File: src/rtl/link_regs_pkg.sv
// link_regs_pkg: offsets, field positions, reset values and codes for the
// link status / channel enable register bank.
// assumes a 32-bit avalon-mm slave, one 32-bit bus word per register index.

package link_regs_pkg;

  // bus geometry
  localparam int unsigned ADDR_W = 12;  // byte address width
  localparam int unsigned DATA_W = 32;  // bus data width
  localparam int unsigned BE_W   = 4;   // byte enable width
  localparam int unsigned REG_W  = 8;   // width of each register

  // register indices; byte address is four times the index
  localparam logic [ADDR_W-1:0] IDX_LINK_STATUS = 12'h208;  // link_status_flags
  localparam logic [ADDR_W-1:0] IDX_CHAN_EN     = 12'h209;  // channel_pair_enables
  localparam logic [ADDR_W-1:0] IDX_SH_MODE     = 12'h20f;  // sync_header_mode
  localparam logic [ADDR_W-1:0] IDX_IRQ_STATUS  = 12'h220;  // sticky event bits, read only
  localparam logic [ADDR_W-1:0] IDX_IRQ_CLEAR   = 12'h221;  // write one to clear, reads zero
  localparam logic [ADDR_W-1:0] IDX_IRQ_ENABLE  = 12'h222;  // interrupt enables

  // link_status_flags fields
  localparam int unsigned ST_LINK_UP  = 6;
  localparam int unsigned ST_SYNC     = 5;
  localparam int unsigned ST_REALIGN  = 4;
  localparam int unsigned ST_MF_SET   = 3;
  localparam int unsigned ST_SER_LOCK = 2;
  localparam int unsigned ST_SMP_LOCK = 0;
  localparam logic [REG_W-1:0] RST_LINK_STATUS = 8'h00;

  // channel_pair_enables fields
  localparam int unsigned CE_ONE_CHANNEL = 2;
  localparam int unsigned CE_UPPER_PAIR  = 1;
  localparam int unsigned CE_LOWER_PAIR  = 0;
  localparam logic [2:0]  RST_CHAN_EN    = 3'h3;

  // sync_header_mode field and codes
  localparam int unsigned SH_W         = 2;
  localparam logic [SH_W-1:0] RST_SH_MODE = 2'h0;
  localparam logic [SH_W-1:0] SH_CRC12    = 2'h0;
  localparam logic [SH_W-1:0] SH_FEC      = 2'h2;

  // interrupt event bits
  localparam int unsigned IRQ_W       = 3;
  localparam int unsigned EV_REALIGN  = 0;
  localparam int unsigned EV_MF_SET   = 1;
  localparam int unsigned EV_LINK_UP  = 2;
  localparam logic [IRQ_W-1:0] RST_IRQ = 3'h0;

  // pin synchroniser lanes and channel count
  localparam int unsigned PIN_W     = 3;
  localparam int unsigned PIN_SYNC  = 0;
  localparam int unsigned PIN_SER   = 1;
  localparam int unsigned PIN_SMP   = 2;
  localparam int unsigned CH_COUNT  = 4;

endpackage : link_regs_pkg

File: src/rtl/pin_sync_if.sv
// pin_sync_if: raw pin levels in, filtered levels out, between the
// register bank and its pin filter.
// assumes both ends run on the same core clock.
`timescale 1ns/1ps
`default_nettype none

interface pin_sync_if #(
  parameter int unsigned N = 3
);
  logic [N-1:0] raw;    // levels straight from the pins
  logic [N-1:0] clean;  // levels after agreement filtering

  modport filt (input raw, output clean);
  modport user (output raw, input clean);
endinterface : pin_sync_if

`default_nettype wire

File: src/rtl/link_status_channel_enable_regs.sv
// link_status_channel_enable_regs: status, channel enable and sync header
// mode registers behind an avalon-mm slave with waitrequest, plus a
// sticky event status with enables driving one level interrupt.
// assumes sysref and link signals come from logic on the same clock;
// the sync pin and both pll lock pins are asynchronous.
`timescale 1ns/1ps
`default_nettype none

module link_status_channel_enable_regs (
  input  wire logic                                MCLK_I,             // core clock, 250 MHz
  input  wire logic                                RSTN_I,             // async reset, active low
  // avalon-mm slave
  input  wire logic [link_regs_pkg::ADDR_W-1:0]    AVS_ADDRESS_I,      // byte address
  input  wire logic                                AVS_READ_I,         // read request
  input  wire logic                                AVS_WRITE_I,        // write request
  input  wire logic [link_regs_pkg::BE_W-1:0]      AVS_BYTEENABLE_I,   // byte lanes
  input  wire logic [link_regs_pkg::DATA_W-1:0]    AVS_WRITEDATA_I,    // write data
  output logic      [link_regs_pkg::DATA_W-1:0]    AVS_READDATA_O,     // read data
  output logic                                     AVS_WAITREQUEST_O,  // stall
  // link side, same clock
  input  wire logic                                LINK_UP_I,          // link established
  input  wire logic                                LINK_ENABLE_I,      // serial_link_enable
  input  wire logic                                SYSREF_EVENT_I,     // sysref seen, pulse
  input  wire logic                                SYSREF_REALIGN_I,   // clock phase moved, pulse
  // pins, asynchronous
  input  wire logic                                SYNC_N_I,           // receiver sync request, low active
  input  wire logic                                SER_PLL_LOCK_I,     // serializer_pll_lock
  input  wire logic                                SAMP_PLL_LOCK_I,    // sampling_pll_lock
  // controls
  output logic      [link_regs_pkg::CH_COUNT-1:0]  CH_ENABLE_O,        // channels d..a
  output logic      [link_regs_pkg::SH_W-1:0]      SH_MODE_O,          // sync header mode
  output logic                                     SH_CRC_O,           // send crc-12 words
  output logic                                     SH_FEC_O,           // send fec words
  output logic                                     IRQ_O               // level interrupt
);
  import link_regs_pkg::*;

  // reset release
  logic rst_meta_q;  // first release stage
  logic rst_n_q;     // reset used everywhere else

  // async assert, two-stage release so no flop sees a runt edge
  // the pin filter and every register below use rst_n_q, never the pin
  always_ff @(posedge MCLK_I or negedge RSTN_I) begin
    if (!RSTN_I) begin
      rst_meta_q <= 1'b0;
      rst_n_q    <= 1'b0;
    end else begin
      rst_meta_q <= 1'b1;
      rst_n_q    <= rst_meta_q;
    end
  end

  // pin filter
  pin_sync_if #(.N(PIN_W)) pins ();  // raw and clean pin levels

  // one process drives the whole lane vector, so no bit has two drivers
  always_comb begin
    pins.raw           = '0;
    pins.raw[PIN_SYNC] = SYNC_N_I;
    pins.raw[PIN_SER]  = SER_PLL_LOCK_I;
    pins.raw[PIN_SMP]  = SAMP_PLL_LOCK_I;
  end

  pin_filter u_pin_filter (
    .clk_i   (MCLK_I),
    .rst_n_i (rst_n_q),
    .pins    (pins)
  );

  // bus decode helpers
  function automatic logic hit(input logic [ADDR_W-1:0] addr, input logic [ADDR_W-1:0] idx);
    hit = (addr[1:0] == 2'h0) && (addr[ADDR_W-1:2] == idx[ADDR_W-3:0]);
  endfunction

  function automatic logic [DATA_W-1:0] widen(input logic [REG_W-1:0] v);
    widen = {{(DATA_W-REG_W){1'b0}}, v};
  endfunction

  // bus handshake
  logic        req;      // any request pending
  logic        ack_q;    // answer cycle
  logic        ack_d;
  logic        wr_take;  // write takes effect this edge
  logic [REG_W-1:0] wbyte;  // low write byte, taken whatever the lanes; wr_take gates on lane 0
  logic        lane0;    // byte lane 0 enabled

  assign req     = AVS_READ_I | AVS_WRITE_I;
  assign lane0   = AVS_BYTEENABLE_I[0];
  assign wr_take = AVS_WRITE_I & ack_q & lane0;
  assign wbyte   = AVS_WRITEDATA_I[REG_W-1:0];

  // per-register write strobes; one decode shared by all of its users
  logic wr_status;   // write to link_status_flags
  logic wr_chan;     // write to channel_pair_enables
  logic wr_shm;      // write to sync_header_mode
  logic wr_irq_clr;  // write to the event clear register
  logic wr_irq_en;   // write to the event enable register

  always_comb begin
    wr_status  = wr_take && hit(AVS_ADDRESS_I, IDX_LINK_STATUS);
    wr_chan    = wr_take && hit(AVS_ADDRESS_I, IDX_CHAN_EN);
    wr_shm     = wr_take && hit(AVS_ADDRESS_I, IDX_SH_MODE);
    wr_irq_clr = wr_take && hit(AVS_ADDRESS_I, IDX_IRQ_CLEAR);
    wr_irq_en  = wr_take && hit(AVS_ADDRESS_I, IDX_IRQ_ENABLE);
  end

  // one wait cycle per access, then the answer; keeps read data registered
  always_comb begin
    ack_d = req & ~ack_q;
  end

  assign AVS_WAITREQUEST_O = req & ~ack_q;

  // register state
  logic             mf_set_q;     // multiframe_phase_set_flag
  logic             mf_set_d;
  logic             realign_q;    // clock phase shift flag
  logic             realign_d;
  logic             armed_q;      // waiting for first sysref after enable
  logic             armed_d;
  logic             link_en_q;    // previous serial_link_enable
  logic             link_up_q;    // previous link up, for the edge event
  logic [2:0]       chan_q;       // one_channel_select, upper, lower pair
  logic [2:0]       chan_d;
  logic [SH_W-1:0]  shm_q;        // sync_header_mode field
  logic [SH_W-1:0]  shm_d;
  logic [IRQ_W-1:0] irq_sts_q;    // sticky events
  logic [IRQ_W-1:0] irq_sts_d;
  logic [IRQ_W-1:0] irq_en_q;     // interrupt enables
  logic [IRQ_W-1:0] irq_en_d;
  logic [IRQ_W-1:0] events;       // this cycle's events
  logic             mf_event;     // multiframe phase established now
  logic             clr_realign;  // software clears realign flag
  logic             clr_mf;       // software clears multiframe flag

  // first sysref after the link is enabled establishes the phase
  always_comb begin
    armed_d  = armed_q;
    mf_event = 1'b0;
    if (LINK_ENABLE_I && !link_en_q) begin
      armed_d = 1'b1;
    end
    if (!LINK_ENABLE_I) begin
      armed_d = 1'b0;                          // disabling drops the wait
    end else if (SYSREF_EVENT_I && (armed_q || !link_en_q)) begin
      mf_event = 1'b1;
      armed_d  = 1'b0;
    end
  end

  // status flag updates; a clear only takes a written one
  always_comb begin
    clr_realign = wr_status && wbyte[ST_REALIGN];
    clr_mf      = wr_status && wbyte[ST_MF_SET];
    realign_d   = realign_q;
    mf_set_d    = mf_set_q;
    if (clr_realign) begin
      realign_d = 1'b0;
    end
    if (SYSREF_REALIGN_I) begin
      realign_d = 1'b1;
    end
    if (clr_mf) begin
      mf_set_d = 1'b0;
    end
    if (mf_event) begin
      mf_set_d = 1'b1;
    end
  end

  // writable configuration; reserved bits are never stored
  always_comb begin
    chan_d = chan_q;
    shm_d  = shm_q;
    if (wr_chan) begin
      chan_d = wbyte[2:0];
    end
    if (wr_shm) begin
      shm_d = wbyte[SH_W-1:0];
    end
  end

  // interrupt events, enables and w1c clear; a new event beats the clear
  // so an event landing on the clearing write is never lost
  always_comb begin
    events              = '0;
    events[EV_REALIGN]  = SYSREF_REALIGN_I;
    events[EV_MF_SET]   = mf_event;
    events[EV_LINK_UP]  = LINK_UP_I & ~link_up_q;
    irq_sts_d           = irq_sts_q;
    irq_en_d            = irq_en_q;
    if (wr_irq_clr) begin
      irq_sts_d = irq_sts_d & ~wbyte[IRQ_W-1:0];
    end
    irq_sts_d = irq_sts_d | events;
    if (wr_irq_en) begin
      irq_en_d = wbyte[IRQ_W-1:0];
    end
  end

  // live status byte; lock, link and sync bits are not storage, so writes
  // to them cannot change anything
  logic [REG_W-1:0] status_byte;
  always_comb begin
    status_byte              = RST_LINK_STATUS;
    status_byte[ST_LINK_UP]  = link_up_q;
    status_byte[ST_SYNC]     = pins.clean[PIN_SYNC];
    status_byte[ST_REALIGN]  = realign_q;
    status_byte[ST_MF_SET]   = mf_set_q;
    status_byte[ST_SER_LOCK] = pins.clean[PIN_SER];
    status_byte[ST_SMP_LOCK] = pins.clean[PIN_SMP];
  end

  // read mux; unmapped and write-only addresses read as zero
  logic [DATA_W-1:0] rdata_q;
  logic [DATA_W-1:0] rdata_d;
  always_comb begin
    rdata_d = rdata_q;
    if (AVS_READ_I && !ack_q) begin
      rdata_d = '0;
      if (hit(AVS_ADDRESS_I, IDX_LINK_STATUS)) begin
        rdata_d = widen(status_byte);
      end else if (hit(AVS_ADDRESS_I, IDX_CHAN_EN)) begin
        rdata_d = widen({5'h00, chan_q});
      end else if (hit(AVS_ADDRESS_I, IDX_SH_MODE)) begin
        rdata_d = widen({{(REG_W-SH_W){1'b0}}, shm_q});
      end else if (hit(AVS_ADDRESS_I, IDX_IRQ_STATUS)) begin
        rdata_d = widen({{(REG_W-IRQ_W){1'b0}}, irq_sts_q});
      end else if (hit(AVS_ADDRESS_I, IDX_IRQ_ENABLE)) begin
        rdata_d = widen({{(REG_W-IRQ_W){1'b0}}, irq_en_q});
      end
    end
  end

  // channel and sync word decode; reserved modes send neither word kind
  // one channel mode forces channels b..d off; clearing the lower pair
  // there turns every channel off, which software must not do
  logic [CH_COUNT-1:0] ch_d;
  logic [CH_COUNT-1:0] ch_q;
  logic                crc_d;
  logic                crc_q;
  logic                fec_d;
  logic                fec_q;
  logic                irq_d;
  logic                irq_q;
  always_comb begin
    ch_d[0] = chan_q[CE_LOWER_PAIR];
    ch_d[1] = chan_q[CE_LOWER_PAIR] & ~chan_q[CE_ONE_CHANNEL];
    ch_d[2] = chan_q[CE_UPPER_PAIR] & ~chan_q[CE_ONE_CHANNEL];
    ch_d[3] = chan_q[CE_UPPER_PAIR] & ~chan_q[CE_ONE_CHANNEL];
    crc_d   = (shm_q == SH_CRC12);
    fec_d   = (shm_q == SH_FEC);
    irq_d   = |(irq_sts_q & irq_en_q);
  end

  // all state registers; configuration changes are assumed to happen with
  // the link and calibration stopped, so no shadowing is done here
  always_ff @(posedge MCLK_I or negedge rst_n_q) begin
    if (!rst_n_q) begin
      ack_q     <= 1'b0;
      realign_q <= 1'b0;
      mf_set_q  <= 1'b0;
      armed_q   <= 1'b0;
      link_en_q <= 1'b0;
      link_up_q <= 1'b0;
      chan_q    <= RST_CHAN_EN;
      shm_q     <= RST_SH_MODE;
      irq_sts_q <= RST_IRQ;
      irq_en_q  <= RST_IRQ;
      rdata_q   <= '0;
      ch_q      <= '0;
      crc_q     <= 1'b0;
      fec_q     <= 1'b0;
      irq_q     <= 1'b0;
    end else begin
      ack_q     <= ack_d;
      realign_q <= realign_d;
      mf_set_q  <= mf_set_d;
      armed_q   <= armed_d;
      link_en_q <= LINK_ENABLE_I;
      link_up_q <= LINK_UP_I;
      chan_q    <= chan_d;
      shm_q     <= shm_d;
      irq_sts_q <= irq_sts_d;
      irq_en_q  <= irq_en_d;
      rdata_q   <= rdata_d;
      ch_q      <= ch_d;
      crc_q     <= crc_d;
      fec_q     <= fec_d;
      irq_q     <= irq_d;
    end
  end

  // outputs
  assign AVS_READDATA_O = rdata_q;
  assign CH_ENABLE_O    = ch_q;
  assign SH_MODE_O      = shm_q;
  assign SH_CRC_O       = crc_q;
  assign SH_FEC_O       = fec_q;
  assign IRQ_O          = irq_q;

endmodule : link_status_channel_enable_regs

`default_nettype wire

File: src/rtl/pin_filter.sv
// pin_filter: three-stage synchroniser per lane with an agreement filter.
// assumes an active-low reset already released synchronously.
`timescale 1ns/1ps
`default_nettype none

module pin_filter (
  input  wire logic clk_i,    // core clock
  input  wire logic rst_n_i,  // synchronised reset, active low
  pin_sync_if.filt  pins      // raw in, clean out
);
  import link_regs_pkg::*;

  logic [PIN_W-1:0] meta_q;   // first stage, read only by second stage
  logic [PIN_W-1:0] stage2_q; // second stage
  logic [PIN_W-1:0] stage3_q; // third stage
  logic [PIN_W-1:0] clean_q;  // accepted level
  logic [PIN_W-1:0] clean_d;

  // a lane changes only once stages two and three agree, so one bad
  // sample near a pin edge never reaches the status bits
  always_comb begin
    for (int i = 0; i < PIN_W; i++) begin
      clean_d[i] = (stage2_q[i] == stage3_q[i]) ? stage3_q[i] : clean_q[i];
    end
  end

  // registers only
  always_ff @(posedge clk_i or negedge rst_n_i) begin
    if (!rst_n_i) begin
      meta_q   <= '0;
      stage2_q <= '0;
      stage3_q <= '0;
      clean_q  <= '0;
    end else begin
      meta_q   <= pins.raw;
      stage2_q <= meta_q;
      stage3_q <= stage2_q;
      clean_q  <= clean_d;
    end
  end

  assign pins.clean = clean_q;
endmodule : pin_filter

`default_nettype wire

File: config.mk
export PLATFORM = sky130hd
export DESIGN_NAME = link_status_channel_enable_regs
export DESIGN_NICKNAME = d
export VERILOG_FILES = /design/src/rtl/link_regs_pkg.sv /design/src/rtl/pin_sync_if.sv /design/src/rtl/link_status_channel_enable_regs.sv /design/src/rtl/pin_filter.sv
export SDC_FILE = /design/constraint.sdc
export NUM_CORES = 1
export LEC_CHECK = 0
export BUFFER_PORTS_ARGS = -buffer_cell sky130_fd_sc_hd__buf_2
export CORE_MARGIN = 3
export CORE_UTILIZATION = 44
export DETAILED_ROUTE_END_ITERATION = 10
export PLACE_DENSITY = 0.79
export SLEW_MARGIN = 20
export SYNTH_ARGS = -nofsm -noshare
export SYNTH_HDL_FRONTEND = slang
export SYNTH_SLANG_ARGS = --single-unit
File: constraint.sdc
create_clock -name MCLK_I -period 1.6 [get_ports MCLK_I]
set_input_delay 0 -clock MCLK_I [delete_from_list [all_inputs] [get_ports MCLK_I]]
set_output_delay 0 -clock MCLK_I [all_outputs]
set_load 0.005 [all_outputs]
# == Word level (Yosys, flattened, before mapping) ==
# Index checks and enable logic that the tools add are counted.
# Widths: inputs -> output; s select.
# classes
n_eq_ne,11
mux,15
n_bitwise,14
n_reduce_logical,24
# ops
cell,count
$eq 10x10->1 const B,6
$logic_and 1x1->1,16
$mux 3,5
$mux 1,9
$mux 7,1
$and 1x1->1,6
$and 3x3->3,2
$logic_not 2->1,2
$reduce_bool 2->1,2
$eq 1x1->1,3
$ne 3x1->1 const B,1
$not 1->1,3
$not 3->3,1
$or 3x3->3,1
$reduce_or 3->1,1
$eq 2x2->1 const B,1
$logic_not 1->1,2
$logic_or 1x1->1,1
$or 1x1->1,1
# word_totals
ff_bits,69
inputBits,59
out_inout_bits,42
wordCells,87

# == Logic depth before layout (Yosys ltp) ==
# Gate-level depths: netlist of the first run.
# logic_depth
word_depth,7
ltp_mapped,5
ltp_nobuf,4

# == Modules after synthesis ==
# Synthesis of the first run repeated with hierarchy kept, for this count alone.
# unflattened
cells_unflattened,156
area_unflattened_um2,1923.1
# modules_own_cells
module,instances,cells_per_inst,area_per_inst_um2,seq_area_each_um2
link_status_channel_enable_regs,1,141,1589.0,803.3
pin_filter,1,15,334.1,300.3

# == Least setup slack after synthesis of the first run ==
# No wires, ideal clock.
# synth_path
path_kind,input to register
startpoint,input AVS_ADDRESS_I[10] in the netlist's numbering
endpoint,register chan_q[2]
setup_time_ps,125
arrival_time_ps,1348
t_required_ps,1475
setup_slack_ps,127
stages,4
n_path_buf,0
cell_sequence,or4b_4 > nor4_2 > and2_2 > mux2_2
# synth_via
elab_chain_cells,3
# synth_rtl
element,line,rtl
from (decl),link_status_channel_enable_regs.sv:13,"input wire logic [link_regs_pkg::ADDR_W-1:0] AVS_ADDRESS_I,"
$eq 10x10->1,link_status_channel_enable_regs.sv:73,hit = (addr[1:0] == 2'h0) && (addr[ADDR_W-1:2] == idx[ADDR_W-3:0]);
$logic_and 1x1->1,link_status_channel_enable_regs.sv:73,
$logic_and 1x1->1,link_status_channel_enable_regs.sv:102,"wr_chan = wr_take && hit(AVS_ADDRESS_I, IDX_CHAN_EN);"
to (signal assigned),link_status_channel_enable_regs.sv:283,chan_q <= chan_d;
to (decl),link_status_channel_enable_regs.sv:124,logic [2:0] chan_q;
# Every way passes these cells.
# A chain may end at the register's enable or synchronous reset.

# == Worst setup path in the final report of the first run ==
# layout_path
startpoint,register ack_q
endpoint,register chan_q[2]
# layout_via
elab_chain_cells,3
# layout_rtl
element,line,rtl
from (decl),link_status_channel_enable_regs.sv:82,logic ack_q;
from (signal assigned),link_status_channel_enable_regs.sv:277,ack_q <= ack_d;
$and 1x1->1 (2 in series),link_status_channel_enable_regs.sv:90,assign wr_take = AVS_WRITE_I & ack_q & lane0;
$logic_and 1x1->1,link_status_channel_enable_regs.sv:102,
# Every way passes these cells.

==> flow_summary.json, run 1 <==
{
  "outcome": "completed",
  "fin_cells": 266,
  "cts.sinks": 44,
  "p_leak_nw": 1.219,
  "diodes": 0,
  "fin_ws_ns": 0.07403,
  "grt_pass1_vias": 1209,
  "synth_seq_cells": 44,
  "area_delta_synth_final_pct": 21.99,
  "synth_flop_cell": "dfrtp_1",
  "rows": 23,
  "portBuffers": 45,
  "synth-simple-area-share": 0.1209,
  "ys_seq_area_frac": 0.5826,
  "synth_compound_area_frac": 0.08851,
  "maxCapViolCount": 0,
  "wl_met3_um": 255,
  "clockBufferDepth": 2,
  "fp.dieH_um": 71.62,
  "rrSetupSlack_ns": 0.07,
  "io_pins": 101,
  "powerDensity_nw_per_um2": 851.3,
  "antenna_found_initial": 0,
  "syn_area_sq_um": 1894,
  "hold_violations": 0,
  "finalCritPeriodShare": 0.9537,
  "avgSynthCellArea_sq_um": 12.38,
  "synthXorXnorAreaFrac": 0,
  "top_layer": "met4",
  "fin_util": 0.5655,
  "cts_setup_buffers": 0,
  "critPathKind": "flip-flop to flip-flop",
  "grt_pass1_wl_um": 5499,
  "critPathMaxFanout": 3,
  "netlist_instances": 153,
  "ant_nets": 0,
  "hpwl_um": 2706,
  "die_w_um": 71.62,
  "dp_slack_ns": -0.1314,
  "yosys_warnings": 0,
  "core_area_sq_um": 4086,
  "grt_usage": 0.1392,
  "routabilityCongestion": 0.8211,
  "r2r_cells": 4,
  "setup_viol": 0,
  "gr-total-overflow": 0,
  "wire_per_inst_um": 13.31,
  "drive_above_1_share": 0.3380,
  "maxSlewHeadroom": 0.6630,
  "synth_edf_count": 0,
  "cp-start-kind": "flip-flop",
  "vdd_drop_max_uv": 619.4,
  "cts_tree": "yes",
  "met2_length_um": 1780,
  "ys_async_sr_fraction": 1.000,
  "drt_iter0_drc": 58,
  "min_delay_path_depth": 2,
  "vias_per_cell": 4.797,
  "drv_slew": 0,
  "fin_crit_ns": 1.526,
  "max_freq_mhz": 655.3,
  "vias": 1276,
  "skew_ns": 0.009422,
  "end_kind": "flip-flop",
  "drt-pass1-iter-count": 6,
  "dieArea_sq_um": 5129,
  "synth_top_family_by_area": "buffers and inverters",
  "start_util": 0.4636,
  "cp.arrival_ns": 1.70,
  "path_clk_slew_ns": 0.08,
  "wl_met1_um": 1474,
  "synth.distinct_cells": 36,
  "cts-root-buf": "clkbuf_8",
  "tightest_slew_ns": 0.5055,
  "hold_class": "primary input to flip-flop",
  "placedCellCount": 247,
  "totalWireLength_um": 3540,
  "synthMuxAreaShare": 0.06341,
  "clock_latency_ns": 0.30,
  "grt_max_degree": 43,
  "synth_fa_ha_area_frac": 0.01585,
  "worst_ep_required_time_ns": 1.78,
  "h-tree-depth": 2,
  "cts_buffers": 5,
  "final_nets": 275,
  "drc": 0
}
placed cells by master, fill, tap and decap left out, types with 3 or more instances in the layout:
master	netlist	final
mux2i_1	3	3
a22o_1	4	4
conb_1	2	26
a21o_1	3	3
clkbuf_8	0	5
nor2_1	7	7
buf_4	26	4
buf_2	0	45
and3_1	3	3
o22ai_1	3	3
dlygate4sd3_1	0	12
mux2_2	8	8
a31oi_1	3	3
nor2b_1	5	5
dfrtp_1	42	42
inv_1	8	8
maj3_1	3	3
timing repair:
item / in CTS / in global routing
hold buffers: 12 / 0
resized for setup: 0 / 4
endpoints found under the setup margin: 0 / 1
hold endpoints to repair: 13 / 0
flip-flops by register name (all words and copies together), names as in the netlist, 2 cells and up:
register and count:
u_pin_filter.stage2_q 3, u_pin_filter.stage3_q 3, irq_sts_q 3, chan_q 3
AVS_READDATA_O 7, irq_en_q 3, SH_MODE_O 2, u_pin_filter.meta_q 3
u_pin_filter.pins.clean 3, CH_ENABLE_O 3
Yosys cell counts, types with 3 or more instances:
library cell,number,share of area
dfrtp_1,42,0.55
buf_4,26,0.10
inv_1,8,0.016
mux2_2,8,0.048
nor2_1,7,0.014
nor2b_1,5,0.017
a22o_1,4,0.018
a21o_1,3,0.012
a31oi_1,3,0.0099
and3_1,3,0.0099
clkbuf_1,3,0.0059
maj3_1,3,0.016
mux2i_1,3,0.016
nand3_1,3,0.0079
o22ai_1,3,0.0099
metrics by stage:
step | total power [W] | cell area (sq um) | setup TNS [ns] | hold slack, ns
2_1_floorplan | 0.001295 | 1984 | 0 | -0.2956
3_3_place_gp | 0.001315 | 2096 | -0.2101 | -0.2139
3_5_place_dp | 0.001318 | 2096 | -0.4851 | -0.2126
4_1_cts | 0.001982 | 2293 | 0 | 0.0004179
5_1_grt | 0.002054 | 2311 | -0.01472 | 0.006428
6_report | 0.001967 | 2311 | 0 | 0.002623
metal layers:
metal  vias up  global-route usage
met1       624              0.1714
met5         -                   0
met2        42              0.2296
met3         4             0.05330
li1        606                   -
met4         0             0.03758
critical path, cell delays in order (launching register included):
cell	delay, ns
dfrtp_1	0.38
nand3_2	0.15
nor4_4	0.34
and2_4	0.21
mux2_2	0.33
worst paths after layout:
kind | startpoint | to
hold / removal | AVS_WRITEDATA_I[2] | irq_en_q[2]
max in group asynchronous | rst_n_q | chan_q[1]
min in group asynchronous | RSTN_I | rst_meta_q
setup / recovery | ack_q | chan_q[2]
hold reg to reg | rst_n_q | AVS_READDATA_O[3]
setup reg to reg | ack_q | chan_q[2]
cells by family (layout without fill, tap and decap cells):
| logic type | after synthesis | count (layout) |
|---|---|---|
| flip-flops | 44 | 44 |
| buffers and inverters | 37 | 76 |
| AND/OR/NAND/NOR | 34 | 34 |
| AO/OA/AOI/OAI | 22 | 22 |
| multiplexers | 11 | 11 |
| adder cells (fa/ha/maj) | 3 | 3 |
| other | 2 | 26 |
layout make-up:
cell class	count	area, sq um
well taps	50	62.56
clock buffers	6	72.57
clock inverters	1	5.005
flip-flops and latches	44	1104
fillers	360	1775
inverters	8	30.03
repair buffers	61	375.4
multi-input cells	96	661.9
power by group:
group | internal [W] | total (W) | switching (W)
clock | 0.000297 | 0.000645 | 0.000348
combinational | 0.0000760 | 0.000168 | 0.0000917
sequential | 0.00114 | 0.00115 | 0.0000140
total | 0.00151 | 0.00197 | 0.000454
Note: power is estimated with default switching activity, not from simulation.
==> inputs of run 2 (changes only) <==
==> constraint.sdc (replaced) <==
create_clock -name MCLK_I -period 1.6 [get_ports MCLK_I]
set_input_delay 0.16 -clock MCLK_I [delete_from_list [all_inputs] [get_ports MCLK_I]]
set_output_delay 0.16 -clock MCLK_I [all_outputs]
set_load 0.005 [all_outputs]
==> run 2 against run 1 <==
  * Power grew 10%
  * Largest power group unchanged
  * Clock power grew 32%
  * Flip-flop and latch count is the same
  * Critical path depth grew 1
  * Highest routed layer unchanged
  * Die area is the same
  * Utilization grew 0.061 points
==> flow_summary.json, run 2 (synthesized netlist as in run 1, its figures left out) <==
{
  "cp.arrival_ns": 1.67,
  "maxSlewHeadroom": 0.6592,
  "finalCritPeriodShare": 0.9228,
  "end_kind": "flip-flop",
  "cts_setup_buffers": 0,
  "drt-pass1-iter-count": 4,
  "drc": 0,
  "final_common_cell": "buf_2",
  "area_delta_synth_final_pct": 22.13,
  "worst_ep_required_time_ns": 1.79,
  "final_area_sq_um": 2313,
  "p_seq_frac": 0.532,
  "drt_iter0_drc": 65,
  "clockPowerShare": 0.392,
  "io_pins": 101,
  "vdd_drop_max_uv": 478.0,
  "switchingPower_w": 0.0004874,
  "switching_share": 0.2249,
  "comb_power_share": 0.076,
  "path_clk_slew_ns": 0.08,
  "clockBufferDepth": 2,
  "outcome": "completed",
  "cts.sinks": 44,
  "antenna_found_initial": 0,
  "dp_slack_ns": -0.1949,
  "critPathTopFamily": "simple AND/OR/NAND/NOR gates",
  "dieArea_sq_um": 5129,
  "drive_above_1_share": 0.3598,
  "grt_pass1_vias": 1225,
  "cts_buffers": 5,
  "tightest_slew_ns": 0.5111,
  "max_freq_mhz": 677.3,
  "vias": 1261,
  "final_cell_mix": "buf_2 (45), dfrtp_1 (42), conb_1 (26)",
  "fin_ws_ns": 0.1235,
  "fin_crit_ns": 1.477,
  "start_util": 0.4636,
  "portBuffers": 45,
  "critPathKind": "primary input to flip-flop",
  "h-tree-depth": 2,
  "cp_slowest_stage_delay_ns": 0.58,
  "fp.dieH_um": 71.62,
  "setup_viol": 0,
  "totalWireLength_um": 3549,
  "grt_max_degree": 43,
  "path_buf_inv": 1,
  "hold_class": "primary input to flip-flop",
  "worstPathCellList": "buf_2 > or4b_4 > nor3_4 > and3_4 > mux2_2",
  "wire_per_inst_um": 13.44,
  "grt_pass1_wl_um": 5754,
  "nFillCells": 356,
  "cp-start-kind": "primary input",
  "cpMaxStageDelayCell": "or4b_4",
  "met2_length_um": 1741,
  "maxCapViolCount": 0,
  "dpl-instance-area_sq_um": 2123,
  "die_w_um": 71.62,
  "wl_met3_um": 236,
  "diodes": 0,
  "ant_nets": 0,
  "power.internal_w": 0.001680,
  "wl_met1_um": 1489,
  "gr-total-overflow": 0,
  "clock_latency_ns": 0.30,
  "p_leak_nw": 1.221,
  "skew_ns": 0.006713,
  "routabilityCongestion": 0.8419,
  "largest_reg_flops": 7,
  "hold_violations": 0,
  "top_layer": "met4",
  "drv_slew": 0,
  "grt_setup_unrepaired": "false",
  "cts_tree": "yes",
  "rows": 23,
  "hpwl_um": 2684,
  "powerDensity_nw_per_um2": 937.0,
  "cts-root-buf": "clkbuf_8",
  "final_nets": 272,
  "vias_per_cell": 4.777,
  "core_area_sq_um": 4086,
  "critPathMaxFanout": 3,
  "grt_usage": 0.1491
}
-- run 2: cell type report --
type | count | area (sq um) | share of cell area
sequential | 44 | 1104 | 0.4770
multi-input combinational | 96 | 663.1 | 0.2866
timing repair buffer | 58 | 337.8 | 0.1460
clock buffer | 5 | 68.82 | 0.02975
tap | 50 | 62.56 | 0.02704
clock inverter | 3 | 47.55 | 0.02055
inverter | 8 | 30.03 | 0.01298
-- run 2: stage by stage --
| step | TNS [ns] | total power [W] | hold slack, ns | utilization | cells |
|---|---|---|---|---|---|
| 2_1_floorplan | 0 | 0.001296 | -0.1356 | - | 177 |
| 3_5_place_dp | -1.437 | 0.001325 | -0.05267 | 0.5196 | 250 |
| 4_1_cts | 0 | 0.002191 | 0.06128 | 0.5628 | 264 |
| 5_1_grt | 0 | 0.002251 | 0.08421 | 0.5661 | 264 |
| 3_3_place_gp | -1.037 | 0.001320 | -0.05382 | 0.5196 | 250 |
| 6_report | 0 | 0.002168 | 0.06834 | 0.5661 | 264 |
-- run 2: routing by layer --
metal,GRT usage,vias to the layer above
met5,0,-
met4,0.08351,0
met3,0.04348,8
met2,0.2337,41
met1,0.1844,615
li1,-,597
-- run 2: path summary, 6_finish.rpt --
check	to	from	slack, ns	cells after the start
max	irq_en_q[2]	AVS_ADDRESS_I[10]	0.12	5
min	realign_q	SYSREF_REALIGN_I	0.07	2
max reg2reg	SH_MODE_O[1]	ack_q	0.18	4
min reg2reg	u_pin_filter.stage2_q[0]	rst_n_q	0.31	1
max in group asynchronous	chan_q[1]	rst_n_q	0.91	1
min in group asynchronous	rst_n_q	RSTN_I	0.16	2
-- run 2: what timing repair did --
item,CTS,global route
gates resized for setup,0,2
setup endpoints to repair,0,3
endpoints found under the hold margin,7,0
hold buffers,6,0
-- run 2: worst register-to-register path: stages (launching register included) --
cell and delay [ns]:
dfrtp_1 0.38, nand3_2 0.14, nor4_4 0.26, and2_1 0.20, mux2_2 0.33
-- run 2: power groups by stage --
stage / registers (W) / logic, W / clock network (W)
final: 0.00115 / 0.000164 / 0.000850
after global routing: 0.00116 / 0.000184 / 0.000910
after CTS: 0.00115 / 0.000162 / 0.000876
after detailed placement: 0.00118 / 0.000150 / 0
after global placement: 0.00117 / 0.000146 / 0
after floorplan: 0.00119 / 0.000109 / 0
